`src/pkg/frse_pkg.sv`:
```
// Purpose: shared constants for the flash row erase sequencer, both ends
// Assumes: 125 MHz REF_CLK, 8-bit core register bus with 2-bit register index
// Notes:   What this block does is listed below, one line per rule
//
// What this block does
// - program memory erased only as whole rows
// - software loads address pair inside target row
// - clear config select, set select, erase, enable
// - unlock is 55h then AAh to unlock register
// - start bit after unlock begins row erase
// - erase bit stays set until erase completes
// - two setup cycles; software places two idles
// - core stalled for erase time, typically 2 ms
// - clocks and peripherals keep running during stall
// - core resumes at third instruction after start
// - unlock writes and start run back to back
package frse_pkg;

    // flash register indices on the core bus
    localparam logic [1:0] FRSE_IDX_ADDR_LOW  = 2'h0;
    localparam logic [1:0] FRSE_IDX_ADDR_HIGH = 2'h1;
    localparam logic [1:0] FRSE_IDX_CONTROL   = 2'h2;
    localparam logic [1:0] FRSE_IDX_UNLOCK    = 2'h3;

    // control register fields
    localparam int FRSE_BIT_START      = 1;
    localparam int FRSE_BIT_WR_ENABLE  = 2;
    localparam int FRSE_BIT_ROW_ERASE  = 4;
    localparam int FRSE_BIT_CFG_SELECT = 6;
    localparam int FRSE_BIT_PM_SELECT  = 7;
    localparam logic [7:0] FRSE_CONTROL_RESET = 8'h00;

    // unlock keys
    localparam logic [7:0] FRSE_KEY_FIRST  = 8'h55;
    localparam logic [7:0] FRSE_KEY_SECOND = 8'hAA;

    // timing
    localparam int FRSE_CLK_PERIOD_NS  = 8;
    localparam int FRSE_ERASE_TIME_NS  = 2000000;
    localparam int FRSE_ERASE_CYCLES   = FRSE_ERASE_TIME_NS / FRSE_CLK_PERIOD_NS;
    localparam int FRSE_SETUP_CYCLES   = 2;

    // controller software-side register map
    localparam logic [2:0] FRSE_CREG_COMMAND = 3'h0;
    localparam logic [2:0] FRSE_CREG_ADDR_LO = 3'h1;
    localparam logic [2:0] FRSE_CREG_ADDR_HI = 3'h2;
    localparam logic [2:0] FRSE_CREG_STATUS  = 3'h3;
    localparam logic [2:0] FRSE_CREG_MASK    = 3'h4;
    localparam int FRSE_ST_BUSY    = 0;
    localparam int FRSE_ST_DONE    = 1;
    localparam int FRSE_ST_REFUSED = 2;
    localparam logic [2:0] FRSE_STICKY_MASK = 3'h6;

endpackage

```
`src/pkg/frse_if.sv`:
```
// Purpose: core-to-flash register bus between the controller and the sequencer
// Assumes: single clock, read data valid the cycle after the read strobe
// Notes:   stall holds the core while a row erase runs
`timescale 1ns/10ps
interface frse_if;
    logic       wr;
    logic       rd;
    logic [1:0] idx;
    logic [7:0] wdata;
    logic [7:0] rdata;
    logic       stall;

    modport core  (output wr, output rd, output idx, output wdata, input rdata, input stall);
    modport flash (input wr, input rd, input idx, input wdata, output rdata, output stall);
endinterface

```
`src/rtl/frse_flash_seq.sv`:
```
// Purpose: flash-side row erase sequencer with unlock check and core stall
// Assumes: core bus writes are single-cycle; flash array erases a row on a strobe
// Notes:   only row erase is supported; word programming is not part of this block
`timescale 1ns/10ps
module frse_flash_seq #(
    parameter int ADDR_W       = 15,
    parameter int ROW_LOG2     = 5,
    parameter int ERASE_CYCLES = frse_pkg::FRSE_ERASE_CYCLES
) (
    // clock and reset
    input  wire logic                   REF_CLK,
    input  wire logic                   RSTN,
    // core register bus
    frse_if.flash                       BUS,
    // flash array side
    output logic                        ERASE_STB,
    output logic [ADDR_W-ROW_LOG2-1:0]  ERASE_ROW,
    output logic                        ERASE_BUSY
);
    import frse_pkg::*;

    typedef enum logic [3:0] {
        FRSE_IDLE   = 4'h1,
        FRSE_SETUP  = 4'h2,
        FRSE_ERASE  = 4'h4,
        FRSE_FINISH = 4'h8
    } frse_state_t;

    typedef enum logic [2:0] {
        FRSE_KEY_NONE  = 3'h1,
        FRSE_KEY_HALF  = 3'h2,
        FRSE_KEY_OPEN  = 3'h4
    } frse_key_t;

    ////////////////////////////////////////////////////////////////////////////////
    // decode

    frse_state_t  state_q;
    frse_state_t  state_d;
    frse_key_t    key_q;
    logic [7:0]   addr_low_q;
    logic [7:0]   addr_high_q;
    logic [7:0]   control_q;
    logic [31:0]  count_q;
    logic         busy;
    logic         wr_addr_low;
    logic         wr_addr_high;
    logic         wr_control;
    logic         wr_unlock;
    logic         start_req;
    logic         start_ok;
    logic         count_done;
    logic [ADDR_W-1:0] full_addr;

    assign busy         = (state_q != FRSE_IDLE);
    assign wr_addr_low  = BUS.wr && (BUS.idx == FRSE_IDX_ADDR_LOW);
    assign wr_addr_high = BUS.wr && (BUS.idx == FRSE_IDX_ADDR_HIGH);
    assign wr_control   = BUS.wr && (BUS.idx == FRSE_IDX_CONTROL);
    assign wr_unlock    = BUS.wr && (BUS.idx == FRSE_IDX_UNLOCK);
    assign count_done   = (count_q == 32'h00000000);
    assign full_addr    = ADDR_W'({addr_high_q, addr_low_q});

    // start only counts straight after a complete unlock pair
    assign start_req = wr_control && BUS.wdata[FRSE_BIT_START] && !busy
                       && (key_q == FRSE_KEY_OPEN);

    // row erase needs write enable, program memory and erase selected
    assign start_ok  = start_req
                       && BUS.wdata[FRSE_BIT_WR_ENABLE]
                       && BUS.wdata[FRSE_BIT_ROW_ERASE]
                       && BUS.wdata[FRSE_BIT_PM_SELECT]
                       && !BUS.wdata[FRSE_BIT_CFG_SELECT];

    ////////////////////////////////////////////////////////////////////////////////
    // address pair

    always_ff @(posedge REF_CLK or negedge RSTN) begin
        if (!RSTN) begin
            addr_low_q  <= 8'h00;
            addr_high_q <= 8'h00;
        end else if (!busy) begin
            if (wr_addr_low) begin
                addr_low_q <= BUS.wdata;
            end
            if (wr_addr_high) begin
                addr_high_q <= BUS.wdata;
            end
        end
    end

    ////////////////////////////////////////////////////////////////////////////////
    // unlock tracker: any other write in between closes the lock again

    always_ff @(posedge REF_CLK or negedge RSTN) begin
        if (!RSTN) begin
            key_q <= FRSE_KEY_NONE;
        end else if (BUS.wr) begin
            if (wr_unlock && (BUS.wdata == FRSE_KEY_FIRST)) begin
                key_q <= FRSE_KEY_HALF;
            end else if (wr_unlock && (BUS.wdata == FRSE_KEY_SECOND) && (key_q == FRSE_KEY_HALF)) begin
                key_q <= FRSE_KEY_OPEN;
            end else begin
                key_q <= FRSE_KEY_NONE;
            end
        end
    end

    ////////////////////////////////////////////////////////////////////////////////
    // control register

    always_ff @(posedge REF_CLK or negedge RSTN) begin
        if (!RSTN) begin
            control_q <= FRSE_CONTROL_RESET;
        end else if (state_q == FRSE_FINISH) begin
            control_q[FRSE_BIT_ROW_ERASE] <= 1'b0;
            control_q[FRSE_BIT_START]     <= 1'b0;
        end else if (wr_control && !busy) begin
            // start bit only sticks when an erase really begins
            control_q                 <= BUS.wdata;
            control_q[FRSE_BIT_START] <= start_ok;
        end
    end

    ////////////////////////////////////////////////////////////////////////////////
    // sequencer

    always_comb begin
        state_d = state_q;
        case (state_q)
            FRSE_IDLE: begin
                if (start_ok) begin
                    state_d = FRSE_SETUP;
                end
            end
            FRSE_SETUP: begin
                if (count_done) begin
                    state_d = FRSE_ERASE;
                end
            end
            FRSE_ERASE: begin
                if (count_done) begin
                    state_d = FRSE_FINISH;
                end
            end
            FRSE_FINISH: begin
                state_d = FRSE_IDLE;
            end
            default: begin
                state_d = FRSE_IDLE;
            end
        endcase
    end

    always_ff @(posedge REF_CLK or negedge RSTN) begin
        if (!RSTN) begin
            state_q <= FRSE_IDLE;
        end else begin
            state_q <= state_d;
        end
    end

    // one counter serves setup and erase phases
    always_ff @(posedge REF_CLK or negedge RSTN) begin
        if (!RSTN) begin
            count_q <= 32'h00000000;
        end else if (state_q == FRSE_IDLE && start_ok) begin
            count_q <= 32'(FRSE_SETUP_CYCLES - 1);
        end else if (state_q == FRSE_SETUP && count_done) begin
            count_q <= 32'(ERASE_CYCLES - 1);
        end else if (!count_done) begin
            count_q <= count_q - 32'h00000001;
        end
    end

    ////////////////////////////////////////////////////////////////////////////////
    // core stall and array strobe
    // only instruction fetch is held; the clock never stops, so timers
    // and other peripherals keep counting through the erase

    always_ff @(posedge REF_CLK or negedge RSTN) begin
        if (!RSTN) begin
            BUS.stall <= 1'b0;
        end else begin
            BUS.stall <= (state_d == FRSE_ERASE);
        end
    end

    always_ff @(posedge REF_CLK or negedge RSTN) begin
        if (!RSTN) begin
            ERASE_STB <= 1'b0;
            ERASE_ROW <= '0;
        end else begin
            ERASE_STB <= (state_q == FRSE_SETUP) && count_done;
            if ((state_q == FRSE_SETUP) && count_done) begin
                // low address bits are dropped: the whole row goes
                ERASE_ROW <= full_addr[ADDR_W-1:ROW_LOG2];
            end
        end
    end

    always_ff @(posedge REF_CLK or negedge RSTN) begin
        if (!RSTN) begin
            ERASE_BUSY <= 1'b0;
        end else begin
            ERASE_BUSY <= (state_d != FRSE_IDLE);
        end
    end

    ////////////////////////////////////////////////////////////////////////////////
    // read port

    always_ff @(posedge REF_CLK or negedge RSTN) begin
        if (!RSTN) begin
            BUS.rdata <= 8'h00;
        end else if (BUS.rd) begin
            case (BUS.idx)
                FRSE_IDX_ADDR_LOW: begin
                    BUS.rdata <= addr_low_q;
                end
                FRSE_IDX_ADDR_HIGH: begin
                    BUS.rdata <= addr_high_q;
                end
                FRSE_IDX_CONTROL: begin
                    BUS.rdata <= control_q;
                end
                default: begin
                    BUS.rdata <= 8'h00;
                end
            endcase
        end
    end

endmodule

```
`src/flat_wrapper.sv`:
```
// flat-port wrapper written by rule: the top's interface ports become plain ports
module frse_flash_seq_flat import frse_pkg::*;
#(
    parameter int ADDR_W       = 15,
    parameter int ROW_LOG2     = 5,
    parameter int ERASE_CYCLES = frse_pkg::FRSE_ERASE_CYCLES
)
  (REF_CLK, RSTN, ERASE_STB, ERASE_ROW, ERASE_BUSY, BUS_wr, BUS_rd, BUS_idx, BUS_wdata, BUS_rdata, BUS_stall);
  frse_if BUS_i ();
  input  wire logic REF_CLK;
  input  wire logic RSTN;
  output logic ERASE_STB;
  output logic [ADDR_W-ROW_LOG2-1:0] ERASE_ROW;
  output logic ERASE_BUSY;
  input wire logic [$bits(BUS_i.wr)-1:0] BUS_wr;
  input wire logic [$bits(BUS_i.rd)-1:0] BUS_rd;
  input wire logic [$bits(BUS_i.idx)-1:0] BUS_idx;
  input wire logic [$bits(BUS_i.wdata)-1:0] BUS_wdata;
  output wire logic [$bits(BUS_i.rdata)-1:0] BUS_rdata;
  output wire logic [$bits(BUS_i.stall)-1:0] BUS_stall;
  assign BUS_i.wr = BUS_wr;
  assign BUS_i.rd = BUS_rd;
  assign BUS_i.idx = BUS_idx;
  assign BUS_i.wdata = BUS_wdata;
  assign BUS_rdata = BUS_i.rdata;
  assign BUS_stall = BUS_i.stall;
  frse_flash_seq #(.ADDR_W(ADDR_W), .ROW_LOG2(ROW_LOG2), .ERASE_CYCLES(ERASE_CYCLES)) u_core (.REF_CLK(REF_CLK), .RSTN(RSTN), .BUS(BUS_i), .ERASE_STB(ERASE_STB), .ERASE_ROW(ERASE_ROW), .ERASE_BUSY(ERASE_BUSY));
endmodule
```
`config.mk`:
```
export PLATFORM = sky130hd
export DESIGN_NAME = frse_flash_seq_flat
export DESIGN_NICKNAME = d
export VERILOG_FILES = /design/src/pkg/frse_pkg.sv /design/src/pkg/frse_if.sv /design/src/rtl/frse_flash_seq.sv /design/src/flat_wrapper.sv
export SDC_FILE = /design/constraint.sdc
export NUM_CORES = 1
export LEC_CHECK = 0
export BUFFER_PORTS_ARGS = -buffer_cell sky130_fd_sc_hd__buf_4
export CORE_MARGIN = 1
export CORE_UTILIZATION = 59
export CTS_CLUSTER_SIZE = 8
export DETAILED_ROUTE_END_ITERATION = 7
export PLACE_DENSITY = 0.75
export SYNTH_ARGS = -nofsm -noshare
export SYNTH_HDL_FRONTEND = slang
export SYNTH_SLANG_ARGS = --single-unit
```
`constraint.sdc`:
```
create_clock -name REF_CLK -period 3 [get_ports REF_CLK]
set_clock_uncertainty 0.15 [all_clocks]
set_input_delay 0.15 -clock REF_CLK [delete_from_list [all_inputs] [get_ports REF_CLK]]
set_output_delay 0.15 -clock REF_CLK [all_outputs]
set_load 0.01 [all_outputs]
```
==> results of run 1 <==
metrics by stage:
stage / utilization [%] / total power, uW / cells / hold WS (ps) / area (um^2)
after floorplan: - / 1191 / 372 / -295.6 / 3983
after global placement: 68.17 / 1249 / 481 / 233.7 / 4378
after detailed placement: 68.17 / 1250 / 481 / 236.4 / 4378
after CTS: 72.80 / 2031 / 508 / 66.21 / 4676
after global routing: 72.80 / 2095 / 508 / 97.03 / 4676
final: 72.80 / 2021 / 508 / 67.43 / 4676
layout make-up:
type | instances | share of cell area, %
Multi-Input combinational cell | 264 | 37.86
Timing Repair Buffer | 60 | 10.49
Sequential cell | 84 | 45.01
Clock inverter | 7 | 1.365
Tap cell | 77 | 2.060
Clock buffer | 9 | 2.649
Inverter | 7 | 0.5619
metal layers:
| metal | vias to the layer above | routed length [um] | track usage, % |
|---|---|---|---|
| met5 | - | 0 | 0 |
| met4 | 0 | 106 | 10.97 |
| met3 | 9 | 316 | 4.031 |
| met2 | 71 | 3920 | 39.27 |
| met1 | 1519 | 4219 | 40.28 |
| li1 | 1473 | - | - |
report_power, final:
part	total, uW	switching (uW)	internal (uW)
logic	94.4	56.1	38.3
clock network	782	461	321
registers	1140	4.02	1140
worst min-delay path by stage:
| stage | start | end | slack [ps] |
|---|---|---|---|
| finish | BUS_idx[1] | u_core.BUS.rdata[7] | 70 |
| detailed placement | BUS_wr | u_core.key_q[0] | 240 |
| global placement | BUS_wr | u_core.key_q[0] | 230 |
| CTS | BUS_idx[1] | u_core.BUS.rdata[7] | 70 |
| floorplan | RSTN | u_core.BUS.rdata[0] | -300 |
| global route | BUS_idx[1] | u_core.BUS.rdata[7] | 100 |
state kept, by name (all words and copies together) (netlist names):
signal / count
u_core.addr_low_q: 8
u_core.key_q: 3
u_core.control_q: 8
u_core.addr_high_q: 8
u_core.ERASE_ROW: 10
u_core.BUS.stall: 1
u_core.ERASE_STB: 1
u_core.BUS.rdata: 8
u_core.count_q: 32
u_core.state_q: 4
u_core.ERASE_BUSY: 1
synth_stat cells, drive strengths merged (3+ instances only):
library cell / instances / area [um^2]
dfrtp: 82 / 2052
a21oi: 43 / 215.2
mux2: 33 / 371.6
nor2: 32 / 120.1
or3: 21 / 131.4
nor3: 15 / 80.08
o21ai: 15 / 78.83
or4: 13 / 105.1
nand2: 12 / 45.04
xnor2: 11 / 96.34
clkbuf: 10 / 37.54
mux2i: 9 / 90.09
o31ai: 9 / 67.56
nor4: 8 / 50.05
buf: 7 / 43.79
inv: 7 / 26.28
nand3: 6 / 30.03
nor4b: 5 / 43.79
nand2b: 4 / 25.02
nand4: 4 / 25.02
or2: 3 / 18.77
cells by family after synthesis:
| logic type | after synthesis | synth area share, % |
|---|---|---|
| muxes | 42 | 11.59 |
| adders and majority gates | 2 | 0.6282 |
| buffers and inverters | 24 | 2.702 |
| xor gates and xnor gates | 12 | 2.639 |
| AOI/OAI and AO/OA | 74 | 10.49 |
| and+or+nand+nor | 134 | 19.10 |
| DFF | 84 | 52.84 |
worst max-delay path: cells and delay by family (launching register included):
kind             cells  cell delay (ps)
AND/OR/NAND/NOR      3             1420
flip-flops           1              470
AO/OA/AOI/OAI        2              630
==> impl_results.md, run 1 <==
- Final hold viol count: 0
- Post-cts sizing count: 0
- Clock slew at reported path FFs: 100 ps
- Asr flop ratio synth: 100.0%
- Multi-input gate area: 1770 um^2
- Status: finished with violations
- Critical Path Source: u_core.count_q[2]
- Core area: 6422 um^2
- EDFF count, synth: 0
- Post-synthesis sequential area ratio: 52.84%
- Commonest non-fill, non-tap cell in the layout: dfrtp_1
- Antenna Cells: 0
- Avg Inst Size Synth: 10.71 um^2
- Maximum vdd drop: 0.3204 mV
- Flop2flop setup slack: 240 ps
- Num ports: 35
- Post-CTS Setup Inserts: 0
- WL/cell: 16.85 um
- Initial antenna violation count: 0
- Synth-to-layout area growth: 17.40%
- HP Class: in -> reg
- Synth warnings: 0
- Number of hold buffers added after CTS: 11
- Post-DRT Antenna Nets: 0
- Reg2reg start: u_core.count_q[2]
- Crit Path Max Fanout: 10
- DRC violation count after routing: 4
- WS Path Type: reg -> reg
- Critical Path End: u_core.count_q[29]
- Clock Path Buffers: 2
- Nets@finish: 442
- CP required: 3130 ps
- Top FF cell, synth: dfrtp_1
- Count of different cell masters after synthesis: 42
- Global route overflow: 0
- Crit-path cells: or4_4 > or3_1 > a2111o_1 > or4_1 > a21oi_1
- Dpl hpwl: 5650 um
- Syn Std Cell Area: 3983 um^2
- Failing checks: design-rule violations
- IO buf count: 34
- R2R Path End: u_core.count_q[29]
- Clk Latency, worst-skew pair: 360 ps
- Fraction of layout cells with a size suffix above 1: 24.83%
- WP data arrival: 2890 ps
- Iteration-0 DRC Markers: 205
- DR vias/cell: 6.047
- Area of the die: 7083 um^2
- Post-route setup TNS: 0 ps
- H-tree level count: 3
- Final Slew Violations: 0
- Max stage delay on crit path: 550 ps
- Storage element area: 2105 um^2
- Pwr dens: 432.1 nW/um^2
- Measured slew at the worst slew-check pin: 1054 ps
- Cell row count: 29
- Syn Inst Count: 372
- TritonCTS clock tree: done
- Pleak: 0.002109 uW
- Via Count: 3072
- Final setup viols: 0
- RSZ-0062 raised after global routing: no
- Max-Cap Viols: 0
- Min Tclk post-route: 2756 ps
- Vias in the first global route: 2977
- RD Place Congestion: 0.8519
- Slowest CP cell: or4_4
- Clock buffers created by TritonCTS: 9
- Fillers: 462
- Dpl ws: 273.3 ps
- Relative slew slack: 29.71%
- R2R cell count: 5
- 1st-pass router iterations: 6
- Largest net degree at the start of global routing: 85
- Clock sinks: 84
- Gr usage total: 26.78%
- WHS Path Cells: 4
- Initial Utilization: 62.01%
- Die H: 84.16 um
- Chip width: 84.16 um
- Setup WS post-layout: 244.4 ps
- Most frequent cells in the layout: 82 x dfrtp_1, 48 x buf_4, 43 x a21oi_1
- Tcrit/Tclk final: 91.85%
- Aggregate routed wire length: 8562 um
- Crit end category: flop
- Max Fclk: 362.9 MHz
- CTS Root Cell: clkbuf_8
- Seq cells post-synth: 84
- Mapped Nets: 388
- CP Launch Type: flop
- First-pass GRT wire length: 14770 um
(Power assumes the default switching activity.)
==> inputs of run 2 (changes only) <==
==> constraint.sdc (replaced) <==
create_clock -name REF_CLK -period 3 [get_ports REF_CLK]
set_clock_uncertainty 0.15 [all_clocks]
set_input_delay 0.9 -clock REF_CLK [delete_from_list [all_inputs] [get_ports REF_CLK]]
set_output_delay 0.9 -clock REF_CLK [all_outputs]
set_load 0.01 [all_outputs]
==> impl_results.md, run 2 (same netlist as run 1, synthesis figures left out) <==
- TritonCTS clock tree: done
- Crit Path Max Fanout: 22
- Largest register by flop count: u_core.count_q
- Max-Cap Viols: 0
- Design area: 4594 um^2
- Final hold viol count: 0
- Top Registers: u_core.count_q x32, u_core.ERASE_ROW x10
- GRT Max-Usage Layer: met1
- Failing checks: design-rule violations
- Reg2reg start: u_core.count_q[17]
- Maximum vdd drop: 0.3545 mV
- Synth-to-layout area growth: 15.36%
- WL/cell: 17.51 um
- Pwr dens: 450.4 nW/um^2
- Status: finished with violations
- R2R cell count: 6
- HP Class: in -> async
- Dpl hpwl: 6127 um
- First-pass GRT wire length: 14700 um
- DR vias/cell: 6.137
- Post-route setup TNS: 0 ps
- Largest register FFs: 32
- Gr usage total: 26.73%
- Worst hold slack: 350.8 ps
- Post-DRT Antenna Nets: 0
- Min Tclk post-route: 2736 ps
- Clock network power share: 40.5%
- Chip width: 84.16 um
- RSZ-0062 raised after global routing: no
- P_int: 1586 uW
- Vias in the first global route: 2957
- DRC violation count after routing: 4
- Die H: 84.16 um
- Post-CTS Setup Inserts: 0
- WP data arrival: 2810 ps
- Relative slew slack: 56.66%
- Combinational fraction of design power: 4.2%
- Cell row count: 29
- Aggregate routed wire length: 8719 um
- Pleak: 0.002079 uW
- Most frequent cells in the layout: 82 x dfrtp_1, 49 x buf_4, 43 x a21oi_1
- Psw: 483.2 uW
- Nets@finish: 432
- R2R Path End: u_core.count_q[30]
- Clk Latency, worst-skew pair: 360 ps
- Met1 GRT Util: 40.76%
- Met2 usage: 39.42%
- Crit end category: flop
- Clock sinks: 84
- Number of hold buffers added after CTS: 0
- Tcrit/Tclk final: 91.21%
- Global route overflow: 0
- Core area: 6422 um^2
- Area of the die: 7083 um^2
- Fraction of layout cells with a size suffix above 1: 25.65%
- Initial antenna violation count: 0
- 1st-pass router iterations: 7
- Via Count: 3056
- WS Path Type: reg -> reg
- CTS Root Cell: clkbuf_8
- CP required: 3080 ps
- H-tree level count: 3
- Measured slew at the worst slew-check pin: 644.2 ps
- Iteration-0 DRC Markers: 229
- IO buf count: 34
- Final Slew Violations: 0
- Commonest non-fill, non-tap cell in the layout: dfrtp_1
- Antenna Cells: 0
- Met3 Use GR: 3.441%
- Clock Path Buffers: 2
- Final Util: 71.54%
- Initial Utilization: 62.01%
- RD Place Congestion: 0.9051
- CP Launch Type: flop
- Largest net degree at the start of global routing: 39
- Clock buffers created by TritonCTS: 9
- Num ports: 35
- Flop2flop setup slack: 260 ps
- Max Fclk: 365.5 MHz
- Sequential share of power: 55.3%
- Net Sw Frac: 23.35%
- Clock slew at reported path FFs: 90 ps
- DP Area: 4385 um^2
- Post-cts sizing count: 0
- Final setup viols: 0
[run 2: cell types whose count changed in the layout (fill, tap and decap cells not counted), sizes merged]
cell	delta
clkinv	+1
inv	-3
buf	+1
clkbuf	+1
dlygate4sd3	-11
bufinv	+1
[run 2: how the worst max path moves through the flow]
| stage | cells past startpoint | to | startpoint |
|---|---|---|---|
| final | 6 | u_core.count_q[30] | u_core.count_q[17] |
| after global routing | 5 | u_core.count_q[31] | u_core.count_q[2] |
| after CTS | 6 | u_core.count_q[30] | u_core.count_q[17] |
| after detailed placement | 6 | u_core.count_q[30] | u_core.count_q[17] |
| after global placement | 5 | u_core.count_q[31] | u_core.count_q[2] |
| after floorplan | 4 | u_core.addr_low_q[0] | BUS_wr |
[run 2: critical path: stages (launching register included)]
cell	delay (ps)
dfrtp_1	420
or4_1	540
or3_1	480
or4_4	600
o21ai_2	180
buf_12	180
a21oi_1	60
[run 2: final cells by class]
cell class,count,area (um^2)
clock inverter,6,71.32
multi-input combinational,264,1770
clock buffer,10,137.6
fill,477,1828
timing repair buffer,50,387.9
sequential,84,2105
tap,77,96.34
inverter,7,26.28
[run 2: through the flow]
step	setup WS (ps)	power, uW	instances
after global routing	132.2	2143	498
after global placement	339.4	1252	482
final	263.7	2069	498
after detailed placement	294.2	1255	482
after floorplan	350.4	1191	372
after CTS	279.5	2088	498
[run 2: power by group through the flow]
stage / registers, uW / logic, uW / clock network, uW
after floorplan: 1170 / 20.6 / 0
after global placement: 1170 / 85.6 / 0
after detailed placement: 1170 / 87.3 / 0
after CTS: 1140 / 87.4 / 856
after global routing: 1150 / 96.4 / 900
final: 1140 / 86.3 / 838
[run 2: layer usage]
| layer | share of wire [%] | vias up |
|---|---|---|
| li1 | - | 1448 |
| met1 | 49 | 1484 |
| met2 | 44 | 111 |
| met3 | 5.5 | 13 |
| met4 | 1.4 | 0 |
| met5 | 0 | - |
==> inputs of run 3 (changes only) <==
CORE_MARGIN = 2   (was 1)
==> impl_results.md, run 3 (same netlist as run 1, synthesis figures left out) <==
- Status: finished clean
- Clock buffers created by TritonCTS: 9
- Top Registers: u_core.count_q x32, u_core.ERASE_ROW x10
- Fraction of layout cells with a size suffix above 1: 25.83%
- Die H: 86.16 um
- WL/cell: 17.24 um
- Crit-path cells: or4_4 > or3_1 > a2111o_1 > or4_1 > a21oi_1
- Number of hold buffers added after CTS: 0
- Initial Utilization: 62.01%
- Power, Total: 2015 uW
- WS Path Type: reg -> reg
- Final Slew Violations: 0
- Crit Path Max Fanout: 10
- Measured slew at the worst slew-check pin: 639.4 ps
- Flop2flop setup slack: 200 ps
- Slowest CP cell: or4_4
- Min Tclk post-route: 2805 ps
- Max-Cap Viols: 0
- Antenna Cells: 0
- Clk Latency, worst-skew pair: 370 ps
- CP required: 3140 ps
- Most frequent cells in the layout: 82 x dfrtp_1, 51 x buf_4, 43 x a21oi_1
- DRC violation count after routing: 0
- Cell row count: 29
- Tcrit/Tclk final: 93.49%
- 1st-pass router iterations: 5
- CP Launch Type: flop
- Largest net degree at the start of global routing: 36
- Design area: 4571 um^2
- Clock sinks: 84
- Final Util: 71.17%
- Num ports: 35
- Vias in the first global route: 2973
- Crit end category: flop
- Post-CTS Setup Inserts: 0
- HP Class: in -> async
- Max Fclk: 356.6 MHz
- R2R Path End: u_core.count_q[29]
- Chip width: 86.16 um
- Aggregate routed wire length: 8603 um
- Relative slew slack: 56.98%
- Reg2reg start: u_core.count_q[2]
- Final setup viols: 0
- Max stage delay on crit path: 570 ps
- Dpl hpwl: 6085 um
- Pwr dens: 440.8 nW/um^2
- Largest register FFs: 32
- Post-DRT Antenna Nets: 0
- Via Count: 3081
- WP data arrival: 2950 ps
- CTS Root Cell: clkbuf_8
- Gr usage total: 25.78%
- Core area: 6422 um^2
- H-tree level count: 3
- R2R cell count: 5
- First-pass GRT wire length: 14790 um
- RD Place Congestion: 0.9026
- Clock Path Buffers: 2
- Post-cts sizing count: 0
- Maximum vdd drop: 0.4074 mV
- Iteration-0 DRC Markers: 267
- Final hold viol count: 0
- IO buf count: 34
- Pleak: 0.002074 uW
- Initial antenna violation count: 0
- Clock slew at reported path FFs: 90 ps
- Largest register by flop count: u_core.count_q
- Nets@finish: 433
- DP Area: 4380 um^2
- Commonest non-fill, non-tap cell in the layout: dfrtp_1
- Global route overflow: 0
- Area of the die: 7424 um^2
- DR vias/cell: 6.174
- TritonCTS clock tree: done
- Post-route setup TNS: 0 ps
- Synth-to-layout area growth: 14.77%
- RSZ-0062 raised after global routing: no
[run 3: power by group]
| part | switching (uW) | internal, uW | total [uW] |
|---|---|---|---|
| clock network | 462 | 324 | 785 |
| registers | 4.23 | 1140 | 1140 |
| logic | 54.4 | 30.7 | 85.1 |
[run 3: area by class of cell]
| type | count | area (um^2) |
|---|---|---|
| fill | 451 | 1852 |
| multi-input combinational | 264 | 1770 |
| tap | 77 | 96.34 |
| sequential | 84 | 2105 |
| inverter | 7 | 26.28 |
| timing repair buffer | 51 | 382.9 |
| clock buffer | 9 | 123.9 |
| clock inverter | 7 | 66.31 |
[run 3: worst max path at each step]
| stage | cells after the start | slack [ps] | to | startpoint |
|---|---|---|---|---|
| final | 5 | 200 | u_core.count_q[29] | u_core.count_q[2] |
| after CTS | 5 | 210 | u_core.ERASE_ROW[8] | u_core.count_q[17] |
| after global routing | 6 | 30 | u_core.count_q[3] | u_core.count_q[24] |
| after floorplan | 4 | 350 | u_core.addr_low_q[0] | BUS_wr |
| after detailed placement | 6 | 220 | u_core.count_q[3] | u_core.count_q[17] |
| after global placement | 5 | 300 | u_core.count_q[29] | u_core.count_q[2] |
[run 3: metal layers]
| layer | routed length [um] | up-vias | share of wire [%] | GRT usage [%] |
|---|---|---|---|---|
| li1 | - | 1454 | - | - |
| met4 | 138 | 0 | 1.6 | 11.40 |
| met2 | 3777 | 88 | 44 | 35.94 |
| met5 | 0 | - | 0 | 0 |
| met1 | 4344 | 1525 | 50 | 39.83 |
| met3 | 342 | 14 | 4.0 | 4.042 |
[run 3: critical path, delay by kind of cell (launching register included)]
kind	cells	cell delay [ps]
simple gates	3	1450
compound gates	2	650
flops	1	490
[run 3: through the flow]
stage                     setup slack, ps  hold slack [ps]  std cells
after floorplan                     350.4            298.4        372
after global placement              299.8            315.2        483
after detailed placement            224.7            318.8        483
after CTS                           206.0            325.5        499
after global routing                33.04            340.2        499
final                               195.4            323.5        499
